File: src/wtsr_consts.svh
// register offsets, codes and field positions of the window trigger recorder
`ifndef WTSR_CONSTS_SVH
`define WTSR_CONSTS_SVH

// register byte addresses
`define WTSR_ADDR_TOTAL_COUNT 18'h02710
`define WTSR_ADDR_SEG_LEN 18'h02774
`define WTSR_ADDR_TRIG_SRC 18'h09c40
`define WTSR_ADDR_CH_MODE 18'h09d08
`define WTSR_ADDR_UPPER 18'h0a410
`define WTSR_ADDR_LOWER 18'h0a474
`define WTSR_ADDR_PULSE_LEN 18'h0abe0
`define WTSR_ADDR_SEG_ENABLE 18'h35b60
`define WTSR_ADDR_CONTROL 18'h30000
`define WTSR_ADDR_STATUS 18'h30004
`define WTSR_ADDR_SEG_DONE_CNT 18'h30008

// trigger source and channel mode codes
`define WTSR_SRC_ANALOG_CHANNEL 32'h00004e48
`define WTSR_MODE_ENTER 32'h00002738
`define WTSR_MODE_LONG_INSIDE 32'h00002739
`define WTSR_MODE_SHORT_INSIDE 32'h0000273a
`define WTSR_MODE_LEAVE 32'h00002742
`define WTSR_MODE_LONG_OUTSIDE 32'h00002743
`define WTSR_MODE_SHORT_OUTSIDE 32'h00002744

// pulse qualifier limits in samples
`define WTSR_PULSE_MIN 8'h02
`define WTSR_PULSE_MAX 8'hff

// control register fields (writes act as one-cycle commands, bit 2 is stored)
`define WTSR_CTL_START 0
`define WTSR_CTL_STOP 1
`define WTSR_CTL_FIFO 2

// status register fields
`define WTSR_STS_ARMED 0
`define WTSR_STS_RECORD 1
`define WTSR_STS_DONE 2

// reset values
`define WTSR_RST_WORD 32'h00000000
`define WTSR_RST_PULSE 32'h00000002

`endif

File: src/wtsr_pkg.sv
// types shared by the window trigger segmented recorder
package wtsr_pkg;

  // acquisition sequencer states
  typedef enum logic [1:0] {
    WTSR_IDLE = 2'b00,
    WTSR_ARMED = 2'b01,
    WTSR_RECORD = 2'b10,
    WTSR_DONE = 2'b11
  } wtsr_state_t;

  // one sample written into acquisition memory
  typedef struct packed {
    logic valid;
    logic [31:0] addr;
    logic [7:0] data;
  } wtsr_mem_wr_t;

  // register port request from software
  typedef struct packed {
    logic wr;
    logic rd;
    logic [17:0] addr;
    logic [31:0] wdata;
  } wtsr_reg_req_t;

endpackage : wtsr_pkg

File: src/wtsr_top.sv
// window trigger with segmented recording into acquisition memory
//
// The strobed register port is this design's own decision.
`timescale 1ns/1ps
`default_nettype none
`include "wtsr_consts.svh"

module wtsr_top
  import wtsr_pkg::*;
(
  input wire logic i_clk,
  input wire logic i_rst,
  input wire wtsr_reg_req_t i_req,
  input wire logic [7:0] i_sample,
  output logic [31:0] o_rdata,
  output wtsr_mem_wr_t o_mem,
  output logic o_trig,
  output logic o_seg_done,
  output logic o_busy
);

  // ==========================================================================
  // register file
  logic [31:0] total_count_q;
  logic [31:0] seg_len_q;
  logic [31:0] trig_src_q;
  logic [31:0] ch_mode_q;
  logic [31:0] upper_q;
  logic [31:0] lower_q;
  logic [31:0] pulse_len_q;
  logic [31:0] seg_enable_q;
  logic fifo_q;
  logic start_cmd;
  logic stop_cmd;
  logic [31:0] seg_done_cnt_q;
  wtsr_state_t state_q;

  // address match shared by the write and read paths
  function automatic logic hit(input logic [17:0] a, input logic [17:0] ref_addr);
    hit = (a == ref_addr);
  endfunction : hit

  // software writes; control bits 0 and 1 are commands and are not stored
  always_ff @(posedge i_clk or posedge i_rst)
  begin
    if (i_rst)
    begin
      total_count_q <= `WTSR_RST_WORD;
      seg_len_q <= `WTSR_RST_WORD;
      trig_src_q <= `WTSR_RST_WORD;
      ch_mode_q <= `WTSR_RST_WORD;
      upper_q <= `WTSR_RST_WORD;
      lower_q <= `WTSR_RST_WORD;
      pulse_len_q <= `WTSR_RST_PULSE;
      seg_enable_q <= `WTSR_RST_WORD;
      fifo_q <= 1'b0;
    end
    else if (i_req.wr)
    begin
      if (hit(i_req.addr, `WTSR_ADDR_TOTAL_COUNT))
        total_count_q <= i_req.wdata;
      else if (hit(i_req.addr, `WTSR_ADDR_SEG_LEN))
        seg_len_q <= i_req.wdata;
      else if (hit(i_req.addr, `WTSR_ADDR_TRIG_SRC))
        trig_src_q <= i_req.wdata;
      else if (hit(i_req.addr, `WTSR_ADDR_CH_MODE))
        ch_mode_q <= i_req.wdata;
      else if (hit(i_req.addr, `WTSR_ADDR_UPPER))
        upper_q <= i_req.wdata;
      else if (hit(i_req.addr, `WTSR_ADDR_LOWER))
        lower_q <= i_req.wdata;
      else if (hit(i_req.addr, `WTSR_ADDR_PULSE_LEN))
        pulse_len_q <= i_req.wdata;
      else if (hit(i_req.addr, `WTSR_ADDR_SEG_ENABLE))
        seg_enable_q <= i_req.wdata;
      else if (hit(i_req.addr, `WTSR_ADDR_CONTROL))
        fifo_q <= i_req.wdata[`WTSR_CTL_FIFO];
    end
  end

  // command strobes taken straight from the write beat
  assign start_cmd = i_req.wr && hit(i_req.addr, `WTSR_ADDR_CONTROL)
                     && i_req.wdata[`WTSR_CTL_START];
  assign stop_cmd = i_req.wr && hit(i_req.addr, `WTSR_ADDR_CONTROL)
                    && i_req.wdata[`WTSR_CTL_STOP];

  // read data valid only in the cycle after the strobe; unmapped reads zero
  always_ff @(posedge i_clk or posedge i_rst)
  begin
    if (i_rst)
      o_rdata <= 32'h00000000;
    else if (!i_req.rd)
      o_rdata <= 32'h00000000;
    else if (hit(i_req.addr, `WTSR_ADDR_TOTAL_COUNT))
      o_rdata <= total_count_q;
    else if (hit(i_req.addr, `WTSR_ADDR_SEG_LEN))
      o_rdata <= seg_len_q;
    else if (hit(i_req.addr, `WTSR_ADDR_TRIG_SRC))
      o_rdata <= trig_src_q;
    else if (hit(i_req.addr, `WTSR_ADDR_CH_MODE))
      o_rdata <= ch_mode_q;
    else if (hit(i_req.addr, `WTSR_ADDR_UPPER))
      o_rdata <= upper_q;
    else if (hit(i_req.addr, `WTSR_ADDR_LOWER))
      o_rdata <= lower_q;
    else if (hit(i_req.addr, `WTSR_ADDR_PULSE_LEN))
      o_rdata <= pulse_len_q;
    else if (hit(i_req.addr, `WTSR_ADDR_SEG_ENABLE))
      o_rdata <= seg_enable_q;
    else if (hit(i_req.addr, `WTSR_ADDR_CONTROL))
      o_rdata <= {29'h00000000, fifo_q, 2'b00};
    else if (hit(i_req.addr, `WTSR_ADDR_STATUS))
      o_rdata <= {29'h00000000, state_q == WTSR_DONE, state_q == WTSR_RECORD,
                  state_q == WTSR_ARMED};
    else if (hit(i_req.addr, `WTSR_ADDR_SEG_DONE_CNT))
      o_rdata <= seg_done_cnt_q;
    else
      o_rdata <= 32'h00000000;
  end

  // ==========================================================================
  // window comparison and pulse qualifier
  logic in_win;
  logic prev_in_q;
  logic entry;
  logic exit_win;
  logic [7:0] pulse_len;
  logic [7:0] cnt_q;
  logic run_q;
  logic expire;
  logic out_mode;
  logic qual_mode;
  logic trig;
  logic src_ok;

  // levels use the low byte, matching the 8-bit sample range
  assign in_win = (i_sample >= lower_q[7:0]) && (i_sample <= upper_q[7:0]);
  assign entry = in_win && !prev_in_q;
  assign exit_win = !in_win && prev_in_q;

  // out-of-range lengths are clamped so the counter can never hang at zero
  assign pulse_len = (pulse_len_q[31:8] != 24'h000000) ? `WTSR_PULSE_MAX
                     : (pulse_len_q[7:0] < `WTSR_PULSE_MIN) ? `WTSR_PULSE_MIN
                     : pulse_len_q[7:0];
  assign expire = run_q && (cnt_q == 8'h01);
  assign out_mode = (ch_mode_q == `WTSR_MODE_LONG_OUTSIDE)
                    || (ch_mode_q == `WTSR_MODE_SHORT_OUTSIDE);
  assign qual_mode = out_mode || (ch_mode_q == `WTSR_MODE_LONG_INSIDE)
                     || (ch_mode_q == `WTSR_MODE_SHORT_INSIDE);
  assign src_ok = (trig_src_q == `WTSR_SRC_ANALOG_CHANNEL);

  // previous inside status, updated on every sample
  always_ff @(posedge i_clk or posedge i_rst)
  begin
    if (i_rst)
      prev_in_q <= 1'b0;
    else
      prev_in_q <= in_win;
  end

  // counter starts on exit in outside modes, on entry in inside modes
  always_ff @(posedge i_clk or posedge i_rst)
  begin
    if (i_rst)
    begin
      run_q <= 1'b0;
      cnt_q <= 8'h00;
    end
    else if (!qual_mode)
    begin
      run_q <= 1'b0;
      cnt_q <= 8'h00;
    end
    else if (out_mode ? exit_win : entry)
    begin
      run_q <= 1'b1;
      cnt_q <= pulse_len - 8'h01;
    end
    else if (run_q && (expire || (out_mode ? entry : exit_win)))
      run_q <= 1'b0;
    else if (run_q)
      cnt_q <= cnt_q - 8'h01;
  end

  // trigger decision per mode
  always_comb
  begin
    trig = 1'b0;
    case (ch_mode_q)
      `WTSR_MODE_ENTER: trig = entry;
      `WTSR_MODE_LEAVE: trig = exit_win;
      `WTSR_MODE_LONG_INSIDE: trig = expire && in_win;
      `WTSR_MODE_SHORT_INSIDE: trig = run_q && exit_win;
      `WTSR_MODE_LONG_OUTSIDE: trig = expire && !in_win;
      `WTSR_MODE_SHORT_OUTSIDE: trig = run_q && entry;
      default: trig = 1'b0;
    endcase
    trig = trig && src_ok;
  end

  // ==========================================================================
  // acquisition sequencer
  logic seg_mode;
  logic [31:0] rec_len;
  logic [31:0] seg_cnt_q;
  logic [31:0] total_q;
  logic [31:0] addr_q;
  logic seg_last;
  logic total_last;

  assign seg_mode = seg_enable_q[0];
  // single-trigger acquisition records the whole total count
  assign rec_len = seg_mode ? seg_len_q : total_count_q;
  assign seg_last = (seg_cnt_q + 32'h00000001 >= rec_len);
  assign total_last = (total_q + 32'h00000001 >= total_count_q);

  // state and counters; the trigger sample itself is not stored
  always_ff @(posedge i_clk or posedge i_rst)
  begin
    if (i_rst)
    begin
      state_q <= WTSR_IDLE;
      seg_cnt_q <= 32'h00000000;
      total_q <= 32'h00000000;
      addr_q <= 32'h00000000;
      seg_done_cnt_q <= 32'h00000000;
    end
    else
    begin
      case (state_q)
        WTSR_IDLE, WTSR_DONE:
          if (start_cmd)
          begin
            state_q <= WTSR_ARMED;
            total_q <= 32'h00000000;
            addr_q <= 32'h00000000;
            seg_done_cnt_q <= 32'h00000000;
          end
        WTSR_ARMED:
          if (stop_cmd)
            state_q <= WTSR_DONE;
          else if (trig)
          begin
            state_q <= WTSR_RECORD;
            seg_cnt_q <= 32'h00000000;
          end
        WTSR_RECORD:
        begin
          seg_cnt_q <= seg_cnt_q + 32'h00000001;
          total_q <= total_q + 32'h00000001;
          addr_q <= addr_q + 32'h00000001;
          if (stop_cmd)
            state_q <= WTSR_DONE;
          else if (seg_last)
          begin
            seg_done_cnt_q <= seg_done_cnt_q + 32'h00000001;
            if (!seg_mode)
              state_q <= WTSR_DONE;
            else if (!fifo_q && total_last)
              state_q <= WTSR_DONE;
            else
              state_q <= WTSR_ARMED;
          end
        end
        default: state_q <= WTSR_IDLE;
      endcase
    end
  end

  // ==========================================================================
  // registered outputs
  always_ff @(posedge i_clk or posedge i_rst)
  begin
    if (i_rst)
    begin
      o_mem <= '0;
      o_trig <= 1'b0;
      o_seg_done <= 1'b0;
      o_busy <= 1'b0;
    end
    else
    begin
      o_mem.valid <= (state_q == WTSR_RECORD) && !stop_cmd;
      o_mem.addr <= addr_q;
      o_mem.data <= i_sample;
      o_trig <= (state_q == WTSR_ARMED) && trig && !stop_cmd;
      o_seg_done <= (state_q == WTSR_RECORD) && !stop_cmd && seg_last;
      o_busy <= (state_q == WTSR_ARMED) || (state_q == WTSR_RECORD);
    end
  end
endmodule : wtsr_top
`default_nettype wire

File: config.mk
export PLATFORM = sky130hd
export DESIGN_NAME = wtsr_top
export DESIGN_NICKNAME = d
export VERILOG_FILES = /design/src/wtsr_pkg.sv /design/src/wtsr_top.sv
export VERILOG_INCLUDE_DIRS = /design/src
export SDC_FILE = /design/constraint.sdc
export NUM_CORES = 1
export LEC_CHECK = 0
export BUFFER_PORTS_ARGS = -buffer_cell sky130_fd_sc_hd__buf_2
export CORE_ASPECT_RATIO = 1.25
export CORE_MARGIN = 2
export CORE_UTILIZATION = 62
export DETAILED_ROUTE_END_ITERATION = 8
export PLACE_DENSITY = 0.78
export SLEW_MARGIN = 10
export SYNTH_ARGS = -nofsm -noshare
export SYNTH_HDL_FRONTEND = slang
export SYNTH_SLANG_ARGS = --single-unit
File: constraint.sdc
create_clock -name i_clk -period 18.7 [get_ports i_clk]
set_clock_uncertainty 0.05 [all_clocks]
set_input_delay 2.805 -clock i_clk [delete_from_list [all_inputs] [get_ports i_clk]]
set_output_delay 2.805 -clock i_clk [all_outputs]
set_load 0.02 [all_outputs]
==> Yosys cells after proc, flatten, opt, wreduce, memory -nomap -nowiden <==
Cells that the tools add are included.
{ "word_totals": {"word_cells": 163, "output_inout_bits": 76, "in_bits": 62, "register_bits": 473} }
{ "op_classes": {"addsub": 6, "eq_ne": 32, "n_lt_le_gt_ge": 5, "bitwise_logic": 8, "n_reduce_logical": 46, "n_mux": 42} }
{ "op_table": {"columns": ["op", "count"], "rows": [
  ["$mux W32", 18],
  ["$pmux W32 S2", 4],
  ["$eq A32 B14 Y1 const B", 6],
  ["$add A32 B1 Y32 const B", 4],
  ["$eq A18 B16 Y1 const B", 5],
  ["$eq A18 B18 Y1 const B", 4],
  ["$ge A32 B32 Y1", 2],
  ["$mux W8", 6],
  ["$eq A18 B14 Y1 const B", 2],
  ["$eq A32 B15 Y1 const B", 1],
  ["$reduce_bool A24 Y1", 1],
  ["$logic_and A1 B1 Y1", 18],
  ["$sub A8 B1 Y8 const B", 2],
  ["$mux W2", 7],
  ["$ne A2 B2 Y1 const B", 5],
  ["$reduce_and A10 Y1", 1],
  ["$ne A3 B3 Y1 const B", 3],
  ["$reduce_and A3 Y1", 3],
  ["$reduce_and A9 Y1", 1],
  ["$eq A8 B1 Y1 const B", 1],
  ["$ge A8 B8 Y1", 1],
  ["$le A8 B8 Y1", 1],
  ["$lt A8 B2 Y1 const B", 1],
  ["$not A1 Y1", 8],
  ["other kinds (18)", 34]
]} }

==> Longest topological paths before layout <==
{ "depth": {"word_depth": 13, "ltp_mapped": 18, "depth_no_buf": 15} }

==> Worst setup path before layout <==
No wires, ideal clock.
{ "synth_path": {"path_kind": "in2reg", "start": "input i_sample[0]", "end": "register seg_cnt_q[3]", "path_slack_ns": 13.383, "stages": 13, "t_required_ns": 18.554, "setup_ns": 0.096, "path_buffers": 3, "t_arrival_ns": 5.171, "path_cell_list": "inv_1 > ha_1 > nand4_1 > or3b_2 > a21oi_1 > or3_1 > clkbuf_1 > mux2i_1 > a21oi_2 > nand2b_4 > buf_6 > buf_6 > o31ai_1"} }
{ "synth_via": {"elab_chain_cells": 9, "word_cells_on_any_way": 14, "classes_between": "order compare (2); eq/ne (1); mux (1); reduce/logical (10)"} }
{ "synth_rtl": {"columns": ["element", "line", "text"], "rows": [
  ["start, declared", "wtsr_top.sv:14", "input wire logic [7:0] i_sample,"],
  ["$ge A8 B8 Y1 or $le A8 B8 Y1 (tied branches)", "wtsr_top.sv:137", "assign in_win = (i_sample >= lower_q[7:0]) && (i_sample <= upper_q[7:0]);"],
  ["$logic_and A1 B1 Y1 (*)", "wtsr_top.sv:137", null],
  ["$logic_not A1 Y1", "wtsr_top.sv:139, wtsr_top.sv:194", null],
  ["$logic_and A1 B1 Y1", "wtsr_top.sv:139", "assign exit_win = !in_win && prev_in_q;"],
  ["$logic_and A1 B1 Y1", "wtsr_top.sv:193", "`WTSR_MODE_SHORT_INSIDE: trig = run_q && exit_win;"],
  ["$pmux W1 S6 (*)", "wtsr_top.sv:189", "case (ch_mode_q)"],
  ["$logic_and A1 B1 Y1 (*)", "wtsr_top.sv:198", "trig = trig && src_ok;"],
  ["$ne A2 B2 Y1 (no source line) (*)", null, null],
  ["$reduce_and A3 Y1 (no source line) (*)", null, null],
  ["end signal, assigned", "wtsr_top.sv:249", "seg_cnt_q <= seg_cnt_q + 32'h00000001;"],
  ["end, declared", "wtsr_top.sv:205", "logic [31:0] seg_cnt_q;"]
]} }
Mark *: on every way between the ends. The rest lies on a longest branch, timed or not.
A chain may end at the register's enable or synchronous reset.

==> reports/results.txt <==
status - completed
top-area cell type share of the netlist area - 48.55%
gr usage total - 33.74%
launching element type of the critical path - input port
Crit-path slowest cell - buf_4
fillers - 2,915
Reg clk slew, reported paths - 0.06 ns
Leakage - 12.71 nW
area delta synth->final - 10.81%
pwr/cell area - 81.85 nW/um^2
Post-synth ARST share - 100.0%
# port buffers - 137
maximum clock path buffer count - 3
RSZ-0062 raised after global routing - false
area of the multi-input gates - 11,730 um^2
Sw Share - 25.39%
CTS tree - yes
final worst path period need - 5.739 ns
CP Capture Type - async pin
dpl hpwl - 48.40 mm
total wire length - 68.80 mm
1st-pass router iterations - 6
storage element area - 11,840 um^2
Mapped Cells - 2,297
cts hold-fix bufs - 0
Ports - 138
die height - 225.5 um
max_slew headroom - 16.42%
clock root cell - clkbuf_16
clock power share - 42.9%
CTS Buf Count - 47
Initial Utilization - 62.52%
Core Rows - 81
CP max stage delay - 0.96 ns
CTS resizes - 0
vias per inst - 6.678
internal power - 0.001646 W
MaxCap Viol Count - 0
grt total ovfl - 0
flops & latches, synth - 473
Layout Nets - 2,546
Sw Pwr - 0.0005602 W
Post-route DRC - 0
Setup CP Type - input port to async pin
Die Area - 40,850 um^2
Min Hold Slack - 0.3629 ns
Placer Congestion - 0.9169
Critical Path AT - 6.22 ns
Setup Viol. Count Final - 0
Tcrit/Tclk final - 30.69%
layout cell share with drive strength beyond 1 - 20.79%
syn nets - 2,449
Setup TNS Final - 0 ns
Worst EP required - 19.18 ns
Crit path top cell by count - buf_4
clk_lat worst skew - 0.58 ns
EDFF count, synth - 0
vias in the first global route - 19.43k
synth top area cells - dfrtp_1 49%, mux2_2 11%, ha_1 4.6%
mean routed wirelength per cell - 23.49 um
Fmax - 174.2 MHz
H-tree levels - 2
Placeable Area - 38,920 um^2
synthesized area - 24,330 um^2
synth cell count leaders - 472 x dfrtp_1, 240 x mux2_2, 162 x nor2_1
crit-path leading delay family - buffers and inverters
Seq/Total Area, Yosys - 48.66%
unique cell type count in the Yosys netlist - 76
Reg power frac - 47.8%
ANT nets after route - 0
initial antenna violation count - 3
largest area contributor in the netlist - dfrtp_1
1st-iter DRT viols - 1,989
first-pass GRT wire length - 108.2 mm
Worst Tran Pin Value - 1.250 ns
via count - 19.56k
worst-path fanout max - 98
most frequent cell after synthesis - dfrtp_1
Worst Hold Class - register to register
Critical Path, Cell by Cell - buf_2 -> inv_8 -> buf_4 -> buf_4 -> buf_4
Chip Width - 181.2 um
largest net degree at the start of global routing - 99
Buf/Inv on CP - 5
Top FF cell, synth - dfrtp_1
synth warn - 0
Mean Syn Cell Area - 10.59 um^2
VDD IR-drop max - 0.00006822 V
Final Hold Viols - 0
Final Slew Violations - 0
Logic pwr share - 9.3%
postcts setup bufs - 0
Sink Count - 473
flip-flops by register name, indices dropped and copies added, names as in the netlist, 2 cells and up:
signal	count
trig_src_q	32
seg_enable_q	32
total_q	32
pulse_len_q	32
lower_q	32
ch_mode_q	32
seg_len_q	32
state_q	2
seg_done_cnt_q	32
cnt_q	8
total_count_q	32
upper_q	32
addr_q	32
seg_cnt_q	32
o_rdata	32
o_mem	41
final timing paths:
check                             start                 end  slack [ns]  cells after the start
max reg2reg                seg_cnt_q[4]  seg_done_cnt_q[30]       13.68                     13
max in group i_clk            i_req[36]         o_rdata[16]       12.99                     10
max                               i_rst            cnt_q[3]       12.96                      5
min reg2reg                  addr_q[31]           o_mem[39]        0.36                      0
min                          addr_q[31]           o_mem[39]        0.36                      0
min in group asynchronous         i_rst       seg_cnt_q[19]        2.30                      2
area by class of cell:
type	instances	share of cell area (%)
Sequential cell	473	43.91
Multi-Input combinational cell	1623	43.52
Clock buffer	76	5.254
Timing Repair Buffer	168	3.407
Tap cell	498	2.311
Inverter	81	1.156
Clock inverter	8	0.4177
Antenna cell	2	0.01856
placed cells by master (no fill, tap or decap), types with 9 or more instances in the layout:
cell type / instances
and4_1: 13
nor2_1: 158
mux2i_1: 37
and3_1: 16
nor4_1: 36
nor4b_1: 9
o21ai_0: 139
ha_1: 90
buf_4: 31
nand2b_1: 12
inv_1: 80
clkbuf_1: 17
dfrtp_1: 471
a21oi_1: 97
nand2_1: 149
o221ai_1: 25
nor3_1: 26
and2_1: 18
nand3_1: 65
o22ai_1: 47
or4_1: 15
a22oi_1: 23
mux2_2: 240
a221oi_1: 32
o31ai_1: 31
xnor2_1: 50
or3_1: 29
xor2_1: 44
o211ai_1: 9
nor2b_1: 38
nand4_1: 43
a22o_1: 24
clkbuf_8: 11
buf_2: 137
clkbuf_16: 48
kinds of logic after synthesis:
logic type	synth area share, %
fa+ha+maj	4.628
flops	48.66
buf+inv	3.307
simple gates	14.25
xor+xnor	3.384
compound gates	13.05
mux	12.72
power by group through the flow:
| stage | Combinational, W | Sequential, W | Clock, W |
|---|---|---|---|
| detailed placement | 0.000202 | 0.00107 | 0 |
| floorplan | 0.000120 | 0.00108 | 0 |
| finish | 0.000205 | 0.00105 | 0.000946 |
| CTS | 0.000203 | 0.00105 | 0.000954 |
| global route | 0.000224 | 0.00106 | 0.000993 |
| global placement | 0.000194 | 0.00107 | 0 |
metal layers:
metal  vias up  track usage, %  wire, um
li1       8611               -         -
met4         0           15.53      3139
met2       949           53.68     32190
met1      9798           45.61     28180
met3       202           5.785      5287
met5         -               0         0
stage by stage:
step	setup WS [ns]	std cells	power (W)	util (%)	cell area (um^2)
global route	12.38	2927	0.002274	69.26	26950
floorplan	2.653	2297	0.001198	-	24330
CTS	12.81	2927	0.002212	69.26	26950
detailed placement	12.22	2843	0.001275	65.33	25430
finish	12.96	2929	0.002207	69.27	26960
global placement	12.29	2843	0.001266	65.33	25430
(Power assumes the default switching activity.)
